`config.mk`:
```
export PLATFORM = sky130hd
export DESIGN_NAME = dlw_top
export DESIGN_NICKNAME = d
export VERILOG_FILES = /design/src/dlw_pkg.sv /design/src/dlw_lane_sampler.sv /design/src/dlw_top.sv
export VERILOG_INCLUDE_DIRS = /design/src /design/src/src
export SDC_FILE = /design/constraint.sdc
export NUM_CORES = 1
export LEC_CHECK = 0
export BUFFER_PORTS_ARGS = -buffer_cell sky130_fd_sc_hd__buf_4
export CAP_MARGIN = 30
export CORE_UTILIZATION = 51
export CTS_BUF_LIST = sky130_fd_sc_hd__clkbuf_16
export DETAILED_ROUTE_END_ITERATION = 8
export GPL_ROUTABILITY_DRIVEN = 1
export PLACE_DENSITY_LB_ADDON = 0.15
export SLEW_MARGIN = 20
export SYNTH_ARGS = -nofsm -noshare
export SYNTH_HDL_FRONTEND = slang
export SYNTH_SLANG_ARGS = --single-unit
```
`constraint.sdc`:
```
create_clock -name i_clk -period 3.3 [get_ports i_clk]
set_input_delay 0.33 -clock i_clk [delete_from_list [all_inputs] [get_ports i_clk]]
set_output_delay 0.33 -clock i_clk [all_outputs]
set_load 0.01 [all_outputs]
```
`src/dlw_consts.svh`:
```
// Constants for the DLL switch and write leveling block.
// Assumes inclusion by bare name from the package and design files.
`ifndef DLW_CONSTS_SVH
`define DLW_CONSTS_SVH

// ----------------------------------------------------------------
// Register offsets (byte addresses)
// ----------------------------------------------------------------
`define DLW_OFF_MR1      8'h00
`define DLW_OFF_STATUS   8'h04
`define DLW_OFF_LEVEL    8'h08

// ----------------------------------------------------------------
// Field positions and MR1 reset value
// ----------------------------------------------------------------
`define DLW_MR1_DLL_DIS  0
`define DLW_MR1_RTT_LO   2
`define DLW_MR1_WLEV     7
`define DLW_MR1_QOFF     12
`define DLW_MR1_RESET    16'h0000
// Idle pin levels {cke, odt, upper strobe, lower strobe, ck}.
// CKE idles high so that leaving reset never looks like a self refresh entry.
`define DLW_SYNC_IDLE    5'h10

// ----------------------------------------------------------------
// Timing
// ----------------------------------------------------------------
`define DLW_CLK_PERIOD_NS 10
`define DLW_TCKSRE_NS     10
`define DLW_TCKSRE_CYC    ((`DLW_TCKSRE_NS + `DLW_CLK_PERIOD_NS - 1) / `DLW_CLK_PERIOD_NS)

`endif

```
`src/dlw_pkg.sv`:
```
// Types shared by the DLL switch and write leveling block.
// Assumes the constants header is on the include path.
package dlw_pkg;
    `include "dlw_consts.svh"

    // ------------------------------------------------------------
    // Bus carrier
    // ------------------------------------------------------------
    typedef struct packed {
        logic [7:0]  address;
        logic        read;
        logic        write;
        logic [31:0] writedata;
    } dlw_bus_req_type;

    typedef struct packed {
        logic        dqs_upper;
        logic        dqs_lower;
        logic        ck;
    } dlw_pins_type;

    typedef enum logic [1:0] {
        DLW_ST_NORMAL = 2'b00,
        DLW_ST_SREF   = 2'b01,
        DLW_ST_CKDC   = 2'b10
    } dlw_state_type;
endpackage

```
`src/dlw_lane_sampler.sv`:
```
// One byte lane of write leveling feedback.
// Assumes strobe and clock levels already synchronised to i_clk.
`timescale 1ns/100ps
module dlw_lane_sampler #(
    parameter int WIDTH = 8
) (
    // Clock and reset
    input  wire logic             i_clk,
    input  wire logic             i_rst,
    // Control
    input  wire logic             i_enable,
    input  wire logic             i_prime_only,
    // Synchronised pins
    input  wire logic             i_strobe,
    input  wire logic             i_ck,
    // Feedback
    output logic [WIDTH-1:0]      o_dq,
    output logic                  o_sample
);
    logic strobe_last;
    wire  strobe_rise = i_strobe & ~strobe_last;
    wire  next_sample = strobe_rise ? i_ck : o_sample;
    wire  [WIDTH-1:0] next_dq = i_prime_only ? {{(WIDTH-1){1'b0}}, next_sample}
                                             : {WIDTH{next_sample}};

    always_ff @(posedge i_clk or posedge i_rst) begin
        if (i_rst) begin
            strobe_last <= 1'b0;
            o_sample    <= 1'b0;
            o_dq        <= '0;
        end else begin
            strobe_last <= i_strobe;
            o_sample    <= i_enable ? next_sample : 1'b0;
            o_dq        <= i_enable ? next_dq : '0;
        end
    end
endmodule

```
`src/dlw_top.sv`:
```
// Device-side DLL mode, frequency change tracking and write leveling.
// Assumes an Avalon-MM master on i_clk and pins from outside the domain.
//
// The register addresses and the Avalon-MM slave port were decided locally.
`timescale 1ns/100ps
`include "dlw_consts.svh"

// Operation
// - MR1 A0 set disables DLL until cleared
// - After tcksre in self refresh, clock ignored
// - Leveling samples clock on strobe rise
// - Device terminates strobes, controller terminates data
// - x16 gives separate feedback per byte lane
// - MR1 A7 enters leveling, clear exits
module dlw_top #(
    parameter int LANE_W = 8
) (
    // Clock and reset
    input  wire logic                   i_clk,
    input  wire logic                   i_rst,
    // Avalon-MM slave
    input  wire dlw_pkg::dlw_bus_req_type i_avs,
    output logic [31:0]                 o_avs_readdata,
    output logic                        o_avs_waitrequest,
    // Device pins
    input  wire logic                   i_cke,
    input  wire logic                   i_odt,
    input  wire dlw_pkg::dlw_pins_type  i_pins,
    // Leveling feedback and termination
    output logic [2*LANE_W-1:0]         o_dq,
    output logic [2*LANE_W-1:0]         o_dq_oe,
    output logic                        o_strobe_term,
    // Status
    output logic                        o_dll_enabled,
    output logic                        o_clock_ignored
);
    import dlw_pkg::*;

    // ------------------------------------------------------------
    // Pin synchronisers
    // ------------------------------------------------------------
    logic [4:0] sync1;
    logic [4:0] sync2;
    always_ff @(posedge i_clk or posedge i_rst) begin
        if (i_rst) begin
            sync1 <= `DLW_SYNC_IDLE;
            sync2 <= `DLW_SYNC_IDLE;
        end else begin
            sync1 <= {i_cke, i_odt, i_pins.dqs_upper, i_pins.dqs_lower, i_pins.ck};
            sync2 <= sync1;
        end
    end
    wire cke_s = sync2[4];
    wire odt_s = sync2[3];
    wire dqsu_s = sync2[2];
    wire dqsl_s = sync2[1];
    wire ck_s = sync2[0];

    // ------------------------------------------------------------
    // Mode register 1 and bus decode
    // ------------------------------------------------------------
    logic [15:0]   mr1;
    logic          ack;
    dlw_state_type state;
    logic [7:0]    tcnt;

    wire req     = i_avs.read | i_avs.write;
    wire hit_mr1 = i_avs.address == `DLW_OFF_MR1;
    wire hit_st  = i_avs.address == `DLW_OFF_STATUS;
    wire hit_lev = i_avs.address == `DLW_OFF_LEVEL;
    wire wr_mr1  = i_avs.write & ack & hit_mr1;
    wire dll_dis = mr1[`DLW_MR1_DLL_DIS];
    wire wlev    = mr1[`DLW_MR1_WLEV];
    wire qoff    = mr1[`DLW_MR1_QOFF];

    logic [2*LANE_W-1:0] lane_dq;
    logic                samp_u;
    logic                samp_l;

    wire [31:0] rd_st  = {28'h000_0000, 1'b0, state == DLW_ST_CKDC, state != DLW_ST_NORMAL,
                          ~dll_dis};
    wire [31:0] rd_lev = {30'h0000_0000, samp_u, samp_l};
    wire [31:0] next_rd = hit_mr1 ? {16'h0000, mr1} :
                          hit_st  ? rd_st :
                          hit_lev ? rd_lev : 32'h0000_0000;

    // One wait cycle: the answer comes the edge after the request is seen.
    always_ff @(posedge i_clk or posedge i_rst) begin
        if (i_rst) begin
            o_avs_waitrequest <= 1'b1;
            o_avs_readdata    <= 32'h0000_0000;
        end else begin
            o_avs_waitrequest <= ~(req & o_avs_waitrequest);
            o_avs_readdata    <= next_rd;
        end
    end
    assign ack = ~o_avs_waitrequest;

    always_ff @(posedge i_clk or posedge i_rst) begin
        if (i_rst) begin
            mr1 <= `DLW_MR1_RESET;
        end else if (wr_mr1) begin
            mr1 <= i_avs.writedata[15:0];
        end
    end

    // ------------------------------------------------------------
    // Self refresh tracking: CKE low enters, clock ignored after tcksre
    // ------------------------------------------------------------
    localparam logic [7:0] TCKSRE = 8'(`DLW_TCKSRE_CYC);
    always_ff @(posedge i_clk or posedge i_rst) begin
        if (i_rst) begin
            state <= DLW_ST_NORMAL;
            tcnt  <= 8'h00;
        end else begin
            case (state)
                DLW_ST_NORMAL: begin
                    tcnt <= 8'h00;
                    if (!cke_s) begin
                        state <= DLW_ST_SREF;
                    end
                end
                DLW_ST_SREF: begin
                    tcnt <= tcnt + 8'h01;
                    if (cke_s) begin
                        state <= DLW_ST_NORMAL;
                    end else if (tcnt + 8'h01 >= TCKSRE) begin
                        state <= DLW_ST_CKDC;
                    end
                end
                default: begin
                    if (cke_s) begin
                        state <= DLW_ST_NORMAL;
                    end
                end
            endcase
        end
    end

    // ------------------------------------------------------------
    // Write leveling feedback, one sampler per byte lane
    // ------------------------------------------------------------
    dlw_lane_sampler #(.WIDTH(LANE_W)) u_lower (
        .i_clk        (i_clk),
        .i_rst        (i_rst),
        .i_enable     (wlev & ~qoff),
        .i_prime_only (1'b0),
        .i_strobe     (dqsl_s),
        .i_ck         (ck_s),
        .o_dq         (lane_dq[LANE_W-1:0]),
        .o_sample     (samp_l)
    );
    dlw_lane_sampler #(.WIDTH(LANE_W)) u_upper (
        .i_clk        (i_clk),
        .i_rst        (i_rst),
        .i_enable     (wlev & ~qoff),
        .i_prime_only (1'b0),
        .i_strobe     (dqsu_s),
        .i_ck         (ck_s),
        .o_dq         (lane_dq[2*LANE_W-1:LANE_W]),
        .o_sample     (samp_u)
    );

    // Output registers; termination only follows ODT while leveling.
    always_ff @(posedge i_clk or posedge i_rst) begin
        if (i_rst) begin
            o_dq            <= '0;
            o_dq_oe         <= '0;
            o_strobe_term   <= 1'b0;
            o_dll_enabled   <= 1'b1;
            o_clock_ignored <= 1'b0;
        end else begin
            o_dq            <= lane_dq;
            o_dq_oe         <= {(2*LANE_W){wlev & ~qoff}};
            o_strobe_term   <= wlev & odt_s;
            o_dll_enabled   <= ~dll_dis;
            o_clock_ignored <= state == DLW_ST_CKDC;
        end
    end
endmodule

```
# ---- Yosys cells after proc, flatten, opt, wreduce, memory -nomap -nowiden
# Index checks and enable logic that the tools add are counted.
dict set report totals {
  register_bits 93
  latchBits 0
  mem_bits_rw 0
  rom_bits 0
  input_bits 49
  out_inout_bits 68
  elab_cells 61
  mem_count 0
}
dict set report op_classes {
  add_sub_neg 1
  mul 0
  n_div 0
  n_lt_le_gt_ge 1
  eq_ne 6
  shift 0
  muxes 15
  bitwise_logic 14
  reduce_logical 6
}
# operator n
set ops {}
lappend ops {{$mux 16} 1}
lappend ops {{$mux 8} 2}
lappend ops {{$pmux 8 s2} 1}
lappend ops {{$mux 2} 5}
lappend ops {{$add 8x1->8 const B} 1}
lappend ops {{$eq 8x3->1 const B} 1}
lappend ops {{$eq 8x4->1 const B} 1}
lappend ops {{$ge 8x1->1 const B} 1}
lappend ops {{$logic_not 8->1} 1}
lappend ops {{$and 1x1->1} 7}
lappend ops {{$not 1->1} 6}
lappend ops {{$mux 1} 4}
lappend ops {{$pmux 2 s2} 1}
lappend ops {{$reduce_bool 2->1} 2}
lappend ops {{$mux 3} 1}
lappend ops {{$ne 3x3->1 const B} 1}
lappend ops {{$reduce_and 3->1} 1}
lappend ops {{$reduce_bool 3->1} 1}
lappend ops {{$eq 2x1->1 const B} 1}
lappend ops {{$eq 2x2->1 const B} 1}
lappend ops {{$logic_not 2->1} 1}
lappend ops {{$ne 2x2->1 const B} 1}
lappend ops {{$or 1x1->1} 1}

# ---- Depth between registers and ports, before layout
# Gate-level depths: netlist of the first run.
dict set report logic_depth {
  ltp_word 5
  depth_mapped 7
  ltp_nobuf 6
}

# ---- Modules after synthesis
# A second synthesis of the first run with hierarchy kept.
dict set report hier_totals {
  cells_unflattened 242
  hier_area_um2 3234.4
}
# mod n_inst cells_per_inst area_per_inst_um2 seq_area_each_um2
set by_module_without_submodules {}
lappend by_module_without_submodules {dlw_top 1 212 2886.5 1831.8}
lappend by_module_without_submodules {dlw_lane_sampler 2 15 173.9 75.1}

# ---- Worst setup path before layout of the first run
# OpenSTA, ideal clock, no wires.
dict set report synth_timing {
  kind {input to register}
  from {input i_avs[39] (netlist name)}
  to {register mr1[10]}
  setup_ps 125
  arrival_ps 1542
  t_required_ps 3175
  setup_slack_ps 1633
  stages 6
  n_path_buf 1
  cell_sequence {nor4_1 > nand2_1 > nor3_4 > nand3b_4 > buf_6 > mux2_4}
}
dict set report synth_via {
  elab_chain_cells 2
}
# element line_no
set synth_lines {}
lappend synth_lines {{start: declaration} dlw_top.sv:22} ;# input wire dlw_pkg::dlw_bus_req_type i_avs,
lappend synth_lines {{$logic_not 8->1 (no source line)} n/a}
lappend synth_lines {{$and 1x1->1} dlw_top.sv:71} ;# wire wr_mr1 = i_avs.write & ack & hit_mr1;
lappend synth_lines {{end signal: assignment} dlw_top.sv:101} ;# mr1 <= `DLW_MR1_RESET;
lappend synth_lines {{end signal: assignment} dlw_top.sv:103} ;# mr1 <= i_avs.writedata[15:0];
lappend synth_lines {{end: declaration} dlw_top.sv:62} ;# logic [15:0] mr1;
# Every way passes these cells.
# A chain may end at the register's enable or synchronous reset.

# ---- Worst setup path after layout of the first run
dict set report layout_timing {
  from {register tcnt[0]}
  to {register state[1]}
}
dict set report layout_via {
  elab_chain_cells 4
}
# element line_no
set layout_lines {}
lappend layout_lines {{start: declaration} dlw_top.sv:65} ;# logic [7:0] tcnt;
lappend layout_lines {{start signal: assignment} dlw_top.sv:124} ;# tcnt <= tcnt + 8'h01;
lappend layout_lines {{$add 8x1->8} dlw_top.sv:127} ;# end else if (tcnt + 8'h01 >= TCKSRE) begin
lappend layout_lines {{$ge 8x1->1} dlw_top.sv:127}
lappend layout_lines {{$ne 3x3->1 (no source line)} n/a}
lappend layout_lines {{$reduce_and 3->1 (no source line)} n/a}
lappend layout_lines {{end signal: assignment} dlw_top.sv:126} ;# state <= DLW_ST_NORMAL;
lappend layout_lines {{end signal: assignment} dlw_top.sv:128} ;# state <= DLW_ST_CKDC;
lappend layout_lines {{end signal: assignment} dlw_top.sv:133} ;# state <= DLW_ST_NORMAL;
lappend layout_lines {{end: declaration} dlw_top.sv:64} ;# dlw_state_type state;
# Every way passes these cells.

==> flow_summary.toml, run 1 <==
[status]
status = "complete, no violations"

[worst_setup_path]
cp_top_family = "simple AND/OR/NAND/NOR gates"
cp_slowest_cell = "dfrtp_1"
cp-start-kind = "flop"
max_stage_delay_ns = 0.46
path_max_fanout = 8
cp_num_buf_inv = 0
crit_arrival_ns = 2.14
endpoint_kind = "flop"
required_ns = 3.48
critical_path_class = "flop to flop"
crit_chain = "ha_1 > nand3_1 > xor2_1 > nand2_1 > nor4b_1 > o22ai_1"

[floorplanning]
num_rows = 26
start_util = 0.5346
io_pins = 117
core_um2 = 5172
die_x_um = 75.64
die_y_um = 75.64
dieArea_um2 = 5721

[power_and_ir_drop]
p_leak_uw = 0.001868
power_uw = 1947
power-per-cell-area_nw_per_um2 = 557.8
power.share.switching = 0.2164
ir_worst_vdd_mv = 0.4445
p_clk_frac = 0.491
seq_power_share = 0.436
p_comb_frac = 0.073
power_switching_uw = 421.4
internal_power_uw = 1526

[place]
gp_congestion = 0.7522
io_buffers = 84
place_hpwl_mm = 3.160

[timing]
fmax_ghz = 0.5093
grt_setup_unrepaired = "no"
setup_viol_count_final = 0
clock_skew_ns = 0.004365
max-slew-margin-rel = 0.5970
holdWs_ns = 0.08060
hold_violations = 0
setup_tns_ns = 0
fin_crit_sh = 0.5950
fin_crit_ns = 1.963
tightest_slew_ns = 0.6036
finalMaxSlewViolations = 0

[clock_network]
clock_latency_ns = 0.32
path_clk_slew_ns = 0.05
post_cts_buffers = 0
ctsRootBufferMaster = "clkbuf_16"
cts_hold_buf = 0
clk_path_buf_depth = 2
post_cts_resized = 0
cts_tree = "yes"
clock_sinks = 63
numCtsBuffers = 9
h-tree-depth = 3

[global_route]
grtUsageTotal = 0.1804
grt_pass1_wl_mm = 7.217
first_global_vias = 1545
antenna_found_initial = 0
grt_max_degree = 31
gr-total-overflow = 0

[routing]
route.vias.total = 1685
wl_mm = 4.554
drt_first_iter_violations = 90
drtPass1Iterations = 4
drc = 0
vias_per_cell = 4.655
final_antenna_net_count = 0
routedWlPerCell_um = 12.58

[job]
cap_violations = 0

[cells_and_area]
final_cell_mix = "buf_4 (86), dfrtp_1 (59), conb_1 (16), and2_1 (14)"
num_antenna_cells = 0
multiInputGateArea_um2 = 848.3
area_growth_pct = 26.24
mostFrequentLayoutCell = "buf_4"
seq_area_um2 = 1582
fillCellCount = 398
drive_gt1_frac = 0.4144
nets = 339

[synthesis]
synth_seq_area_share = 0.5719
synth_area_per_cell_um2 = 12.24
synth.cell_area_um2 = 2765
ys.flop_type = "dfrtp_1"
yosys_warnings = 0
synth.distinct_cells = 36
ys_ff_latch = 63
synthCells = 226
async_flop_share = 1.000
synth-edff-count = 0

[worst_hold_path]
hp-class = "primary input to asynchronous set/reset pin"
[metal layers]
layer / up-vias / track usage / share of wire
met1: 793 / 0.2117 / 0.41
li1: 811 / - / -
met3: 8 / 0.08995 / 0.099
met5: - / 0 / 0
met2: 73 / 0.2837 / 0.48
met4: 0 / 0.07407 / 0.016
[power by group through the flow]
stage | combinational (µW) | sequential, µW | clock (µW)
6_report | 142 | 849 | 956
5_1_grt | 165 | 855 | 1010
4_1_cts | 146 | 848 | 974
3_5_place_dp | 144 | 861 | 0
3_3_place_gp | 142 | 860 | 0
2_1_floorplan | 114 | 844 | 0
[sequential cells by signal (all words and copies together) (netlist names)]
| signal | cells |
|---|---|
| o_clock_ignored | 1 |
| sync1 | 5 |
| u_lower.o_dq | 1 |
| sync2 | 5 |
| o_avs_readdata | 16 |
| o_dll_enabled | 1 |
| mr1 | 16 |
| u_lower.strobe_last | 1 |
| o_avs_waitrequest | 1 |
| state | 2 |
| tcnt | 8 |
| o_dq | 2 |
| u_upper.o_dq | 1 |
| o_dq_oe | 1 |
| u_upper.strobe_last | 1 |
| o_strobe_term | 1 |
[logic make-up after synthesis]
group	after synthesis	synth area share
simple gates	59	0.1222
xor+xnor	6	0.01901
compound gates	18	0.04072
fa+ha+maj	3	0.01358
buf+inv	57	0.1416
other cells	1	0.001356
mux	19	0.08959
flops	63	0.5719
[layout make-up]
| cell class | count | share of cell area |
|---|---|---|
| multi-input cells | 121 | 0.2430 |
| repair buffers | 86 | 0.1849 |
| flip-flops and latches | 63 | 0.4530 |
| well taps | 70 | 0.02509 |
| clock buffers | 9 | 0.06452 |
| clock inverters | 7 | 0.02294 |
| inverters | 6 | 0.006452 |
[path summary, 6_finish.rpt]
path / from / endpoint / slack (ns) / cells past startpoint
setup / recovery: tcnt[0]$_DFFE_PP0P_ / state[1]$_DFFE_PP0P_ / 1.34 / 6
hold / removal: i_rst / o_avs_readdata[9]$_DFF_PP0_ / 0.08 / 2
setup reg to reg: tcnt[0]$_DFFE_PP0P_ / state[1]$_DFFE_PP0P_ / 1.34 / 6
hold reg to reg: sync1[1]$_DFF_PP0_ / sync2[1]$_DFF_PP0_ / 0.35 / 0
max in group asynchronous: i_rst / o_dll_enabled$_DFF_PP1_ / 2.48 / 3
min in group i_clk: i_cke / sync1[4]$_DFF_PP1_ / 0.11 / 1
[stage by stage]
stage / instances / worst slack, ns / utilization / instance area (µm²)
global placement: 346 / 1.065 / 0.6159 / 3186
floorplan: 241 / 1.407 / - / 2821
global route: 362 / 1.203 / 0.6749 / 3491
CTS: 362 / 1.346 / 0.6749 / 3491
detailed placement: 346 / 1.049 / 0.6159 / 3186
finish: 362 / 1.337 / 0.6749 / 3491
[synthesized netlist by cell type, types with 2 or more instances]
cell type   n  area (µm²)
xnor2_1     3       26.28
nor3_1      5       25.02
mux2_2      6       67.56
xor2_1      3       26.28
nor2_1     10       37.54
a22o_1      2       17.52
inv_1       6       22.52
a21o_1      2       15.01
nand3_1     4       20.02
nand2b_1    3       18.77
nor2b_1     5       31.28
dfrtp_1    59        1476
clkbuf_1    4       15.01
nand2_1    10       37.54
ha_1        3       37.54
o21ai_0     8       40.04
buf_4      45       337.8
a211oi_1    2       15.01
mux2_4     10       150.1
a21oi_1     2       10.01
dfstp_2     4       105.1
and2_1     14       87.58
mux2i_1     3       30.03
Note: power is estimated with default switching activity, not from simulation.
==> inputs of run 2 (changes only) <==
--- a/config.mk
+++ b/config.mk
@@ -8,7 +8,7 @@
 export LEC_CHECK = 0
 export BUFFER_PORTS_ARGS = -buffer_cell sky130_fd_sc_hd__buf_4
 export CAP_MARGIN = 30
-export CORE_UTILIZATION = 51
+export CORE_UTILIZATION = 47
 export CTS_BUF_LIST = sky130_fd_sc_hd__clkbuf_16
 export DETAILED_ROUTE_END_ITERATION = 8
 export GPL_ROUTABILITY_DRIVEN = 1
==> constraint.sdc (replaced) <==
create_clock -name i_clk -period 2 [get_ports i_clk]
set_input_delay 0.2 -clock i_clk [delete_from_list [all_inputs] [get_ports i_clk]]
set_output_delay 0.2 -clock i_clk [all_outputs]
set_load 0.01 [all_outputs]
==> flow_summary.toml, run 2 (synthesis gave the netlist of run 1 again) <==
[status]
status = "complete, no violations"

[place]
gp_congestion = 0.7331
dpl.cell_count = 351
io_buffers = 84
place_hpwl_mm = 3.266
place_ws_ns = 0.1251

[clock_network]
ctsRootBufferMaster = "clkbuf_16"
post_cts_buffers = 0
clock_latency_ns = 0.31
numCtsBuffers = 9
path_clk_slew_ns = 0.05
h-tree-depth = 3
clk_path_buf_depth = 2
clock_sinks = 63
cts_tree = "yes"

[worst_setup_path]
required_ns = 2.17
path_max_fanout = 7
crit_arrival_ns = 1.96
critical_path_class = "flop to flop"
endpoint_kind = "flop"
cp-start-kind = "flop"
reg2regPathDepth = 6

[power_and_ir_drop]
p_clk_frac = 0.460
power.share.switching = 0.2221
ir_worst_vdd_mv = 0.6976
p_comb_frac = 0.099
internal_power_uw = 2420
power_switching_uw = 691.2
power-per-cell-area_nw_per_um2 = 871.7
seq_power_share = 0.440
p_leak_uw = 0.001903

[global_route]
gr-total-overflow = 0
antenna_found_initial = 0
grt_pass1_wl_mm = 7.652
grt_max_degree = 64
first_global_vias = 1666
grtUsageTotal = 0.1675

[timing]
holdWs_ns = 0.02443
finalMaxSlewViolations = 0
setup_viol_count_final = 0
fin_crit_sh = 0.8957
clock_skew_ns = 0.004988
fin_crit_ns = 1.791
setup_tns_ns = 0
grt_setup_unrepaired = "no"
fmax_ghz = 0.5582
hold_violations = 0
worst_slack_ns = 0.2085

[floorplanning]
num_rows = 27
dieArea_um2 = 6194
die_x_um = 78.70
io_pins = 117
start_util = 0.4961
core_um2 = 5574
die_y_um = 78.70

[routing]
vias_per_cell = 4.584
wl_mm = 4.678
drt_first_iter_violations = 50
drtPass1Iterations = 4
routedWlPerCell_um = 12.54
route.vias.total = 1710
drc = 0
final_antenna_net_count = 0

[cells_and_area]
multiInputGateArea_um2 = 854.6
num_antenna_cells = 0
top_regs = "mr1: 16 flops, o_avs_readdata: 16 flops, tcnt: 8 flops"
seq_area_um2 = 1582
drive_gt1_frac = 0.4153
nets = 348
layoutNonFillerInstCount = 373
area_growth_pct = 29.09
mostFrequentLayoutCell = "buf_4"
fillCellCount = 438
final_cell_mix = "buf_4 (88), dfrtp_1 (59), conb_1 (16), and2_1 (14)"

[job]
cap_violations = 0

[worst_hold_path]
hold_depth = 2
hp-class = "primary input to flop"
## run 2: metal layers
layer / global-route usage / up-vias / routed length, µm
met5: 0 / - / 0
met4: 0.08889 / 0 / 41
met3: 0.06092 / 4 / 382
met2: 0.2670 / 68 / 2329
met1: 0.1977 / 815 / 1924
li1: - / 823 / -
## run 2: timing repair
| action | in CTS | in global routing |
|---|---|---|
| endpoints found under the setup margin | 0 | 2 |
| gates resized for setup | 0 | 1 |
| endpoints found under the hold margin | 64 | 0 |
| hold buffers | 6 | 0 |
## run 2: final timing paths
check                      slack, ns           startpoint                     endpoint
max                             0.21  tcnt[1]$_DFFE_PP0P_         state[1]$_DFFE_PP0P_
min                             0.02            i_avs[33]  o_avs_waitrequest$_DFF_PP1_
max reg2reg                     0.21  tcnt[1]$_DFFE_PP0P_         state[1]$_DFFE_PP0P_
min reg2reg                     0.35   sync1[3]$_DFF_PP0_           sync2[3]$_DFF_PP0_
max in group asynchronous       1.18                i_rst  o_avs_waitrequest$_DFF_PP1_
min in group asynchronous       0.50                i_rst  o_avs_readdata[7]$_DFF_PP0_
## run 2: layout make-up
class,count,share of cell area
clock buffer,9,0.06309
sequential,63,0.4430
multi-input combinational,121,0.2394
clock inverter,7,0.01542
timing repair buffer,95,0.2075
tap,72,0.02524
inverter,6,0.006309
## run 2: stage by stage
stage          instance area [µm²]    util  total power, µW
2_1_floorplan                 2821       -             1581
3_3_place_gp                  3223  0.5782             1685
3_5_place_dp                  3223  0.5782             1695
4_1_cts                       3563  0.6393             3156
5_1_grt                       3570  0.6404             3254
6_report                      3570  0.6404             3112
## run 2: worst max-delay path, cell delays in order, from the launching register on
cell and delay [ns]:
dfrtp_1 0.44, ha_1 0.35, nand3_1 0.13, xor2_1 0.17
nand2_1 0.09, nor4b_2 0.32, o22ai_1 0.15
## run 2: power groups by stage
stage | clock [µW] | sequential, µW | combinational (µW)
2_1_floorplan | 0 | 1390 | 189
4_1_cts | 1470 | 1370 | 314
5_1_grt | 1530 | 1380 | 351
6_report | 1430 | 1370 | 310
3_3_place_gp | 0 | 1390 | 298
3_5_place_dp | 0 | 1390 | 305
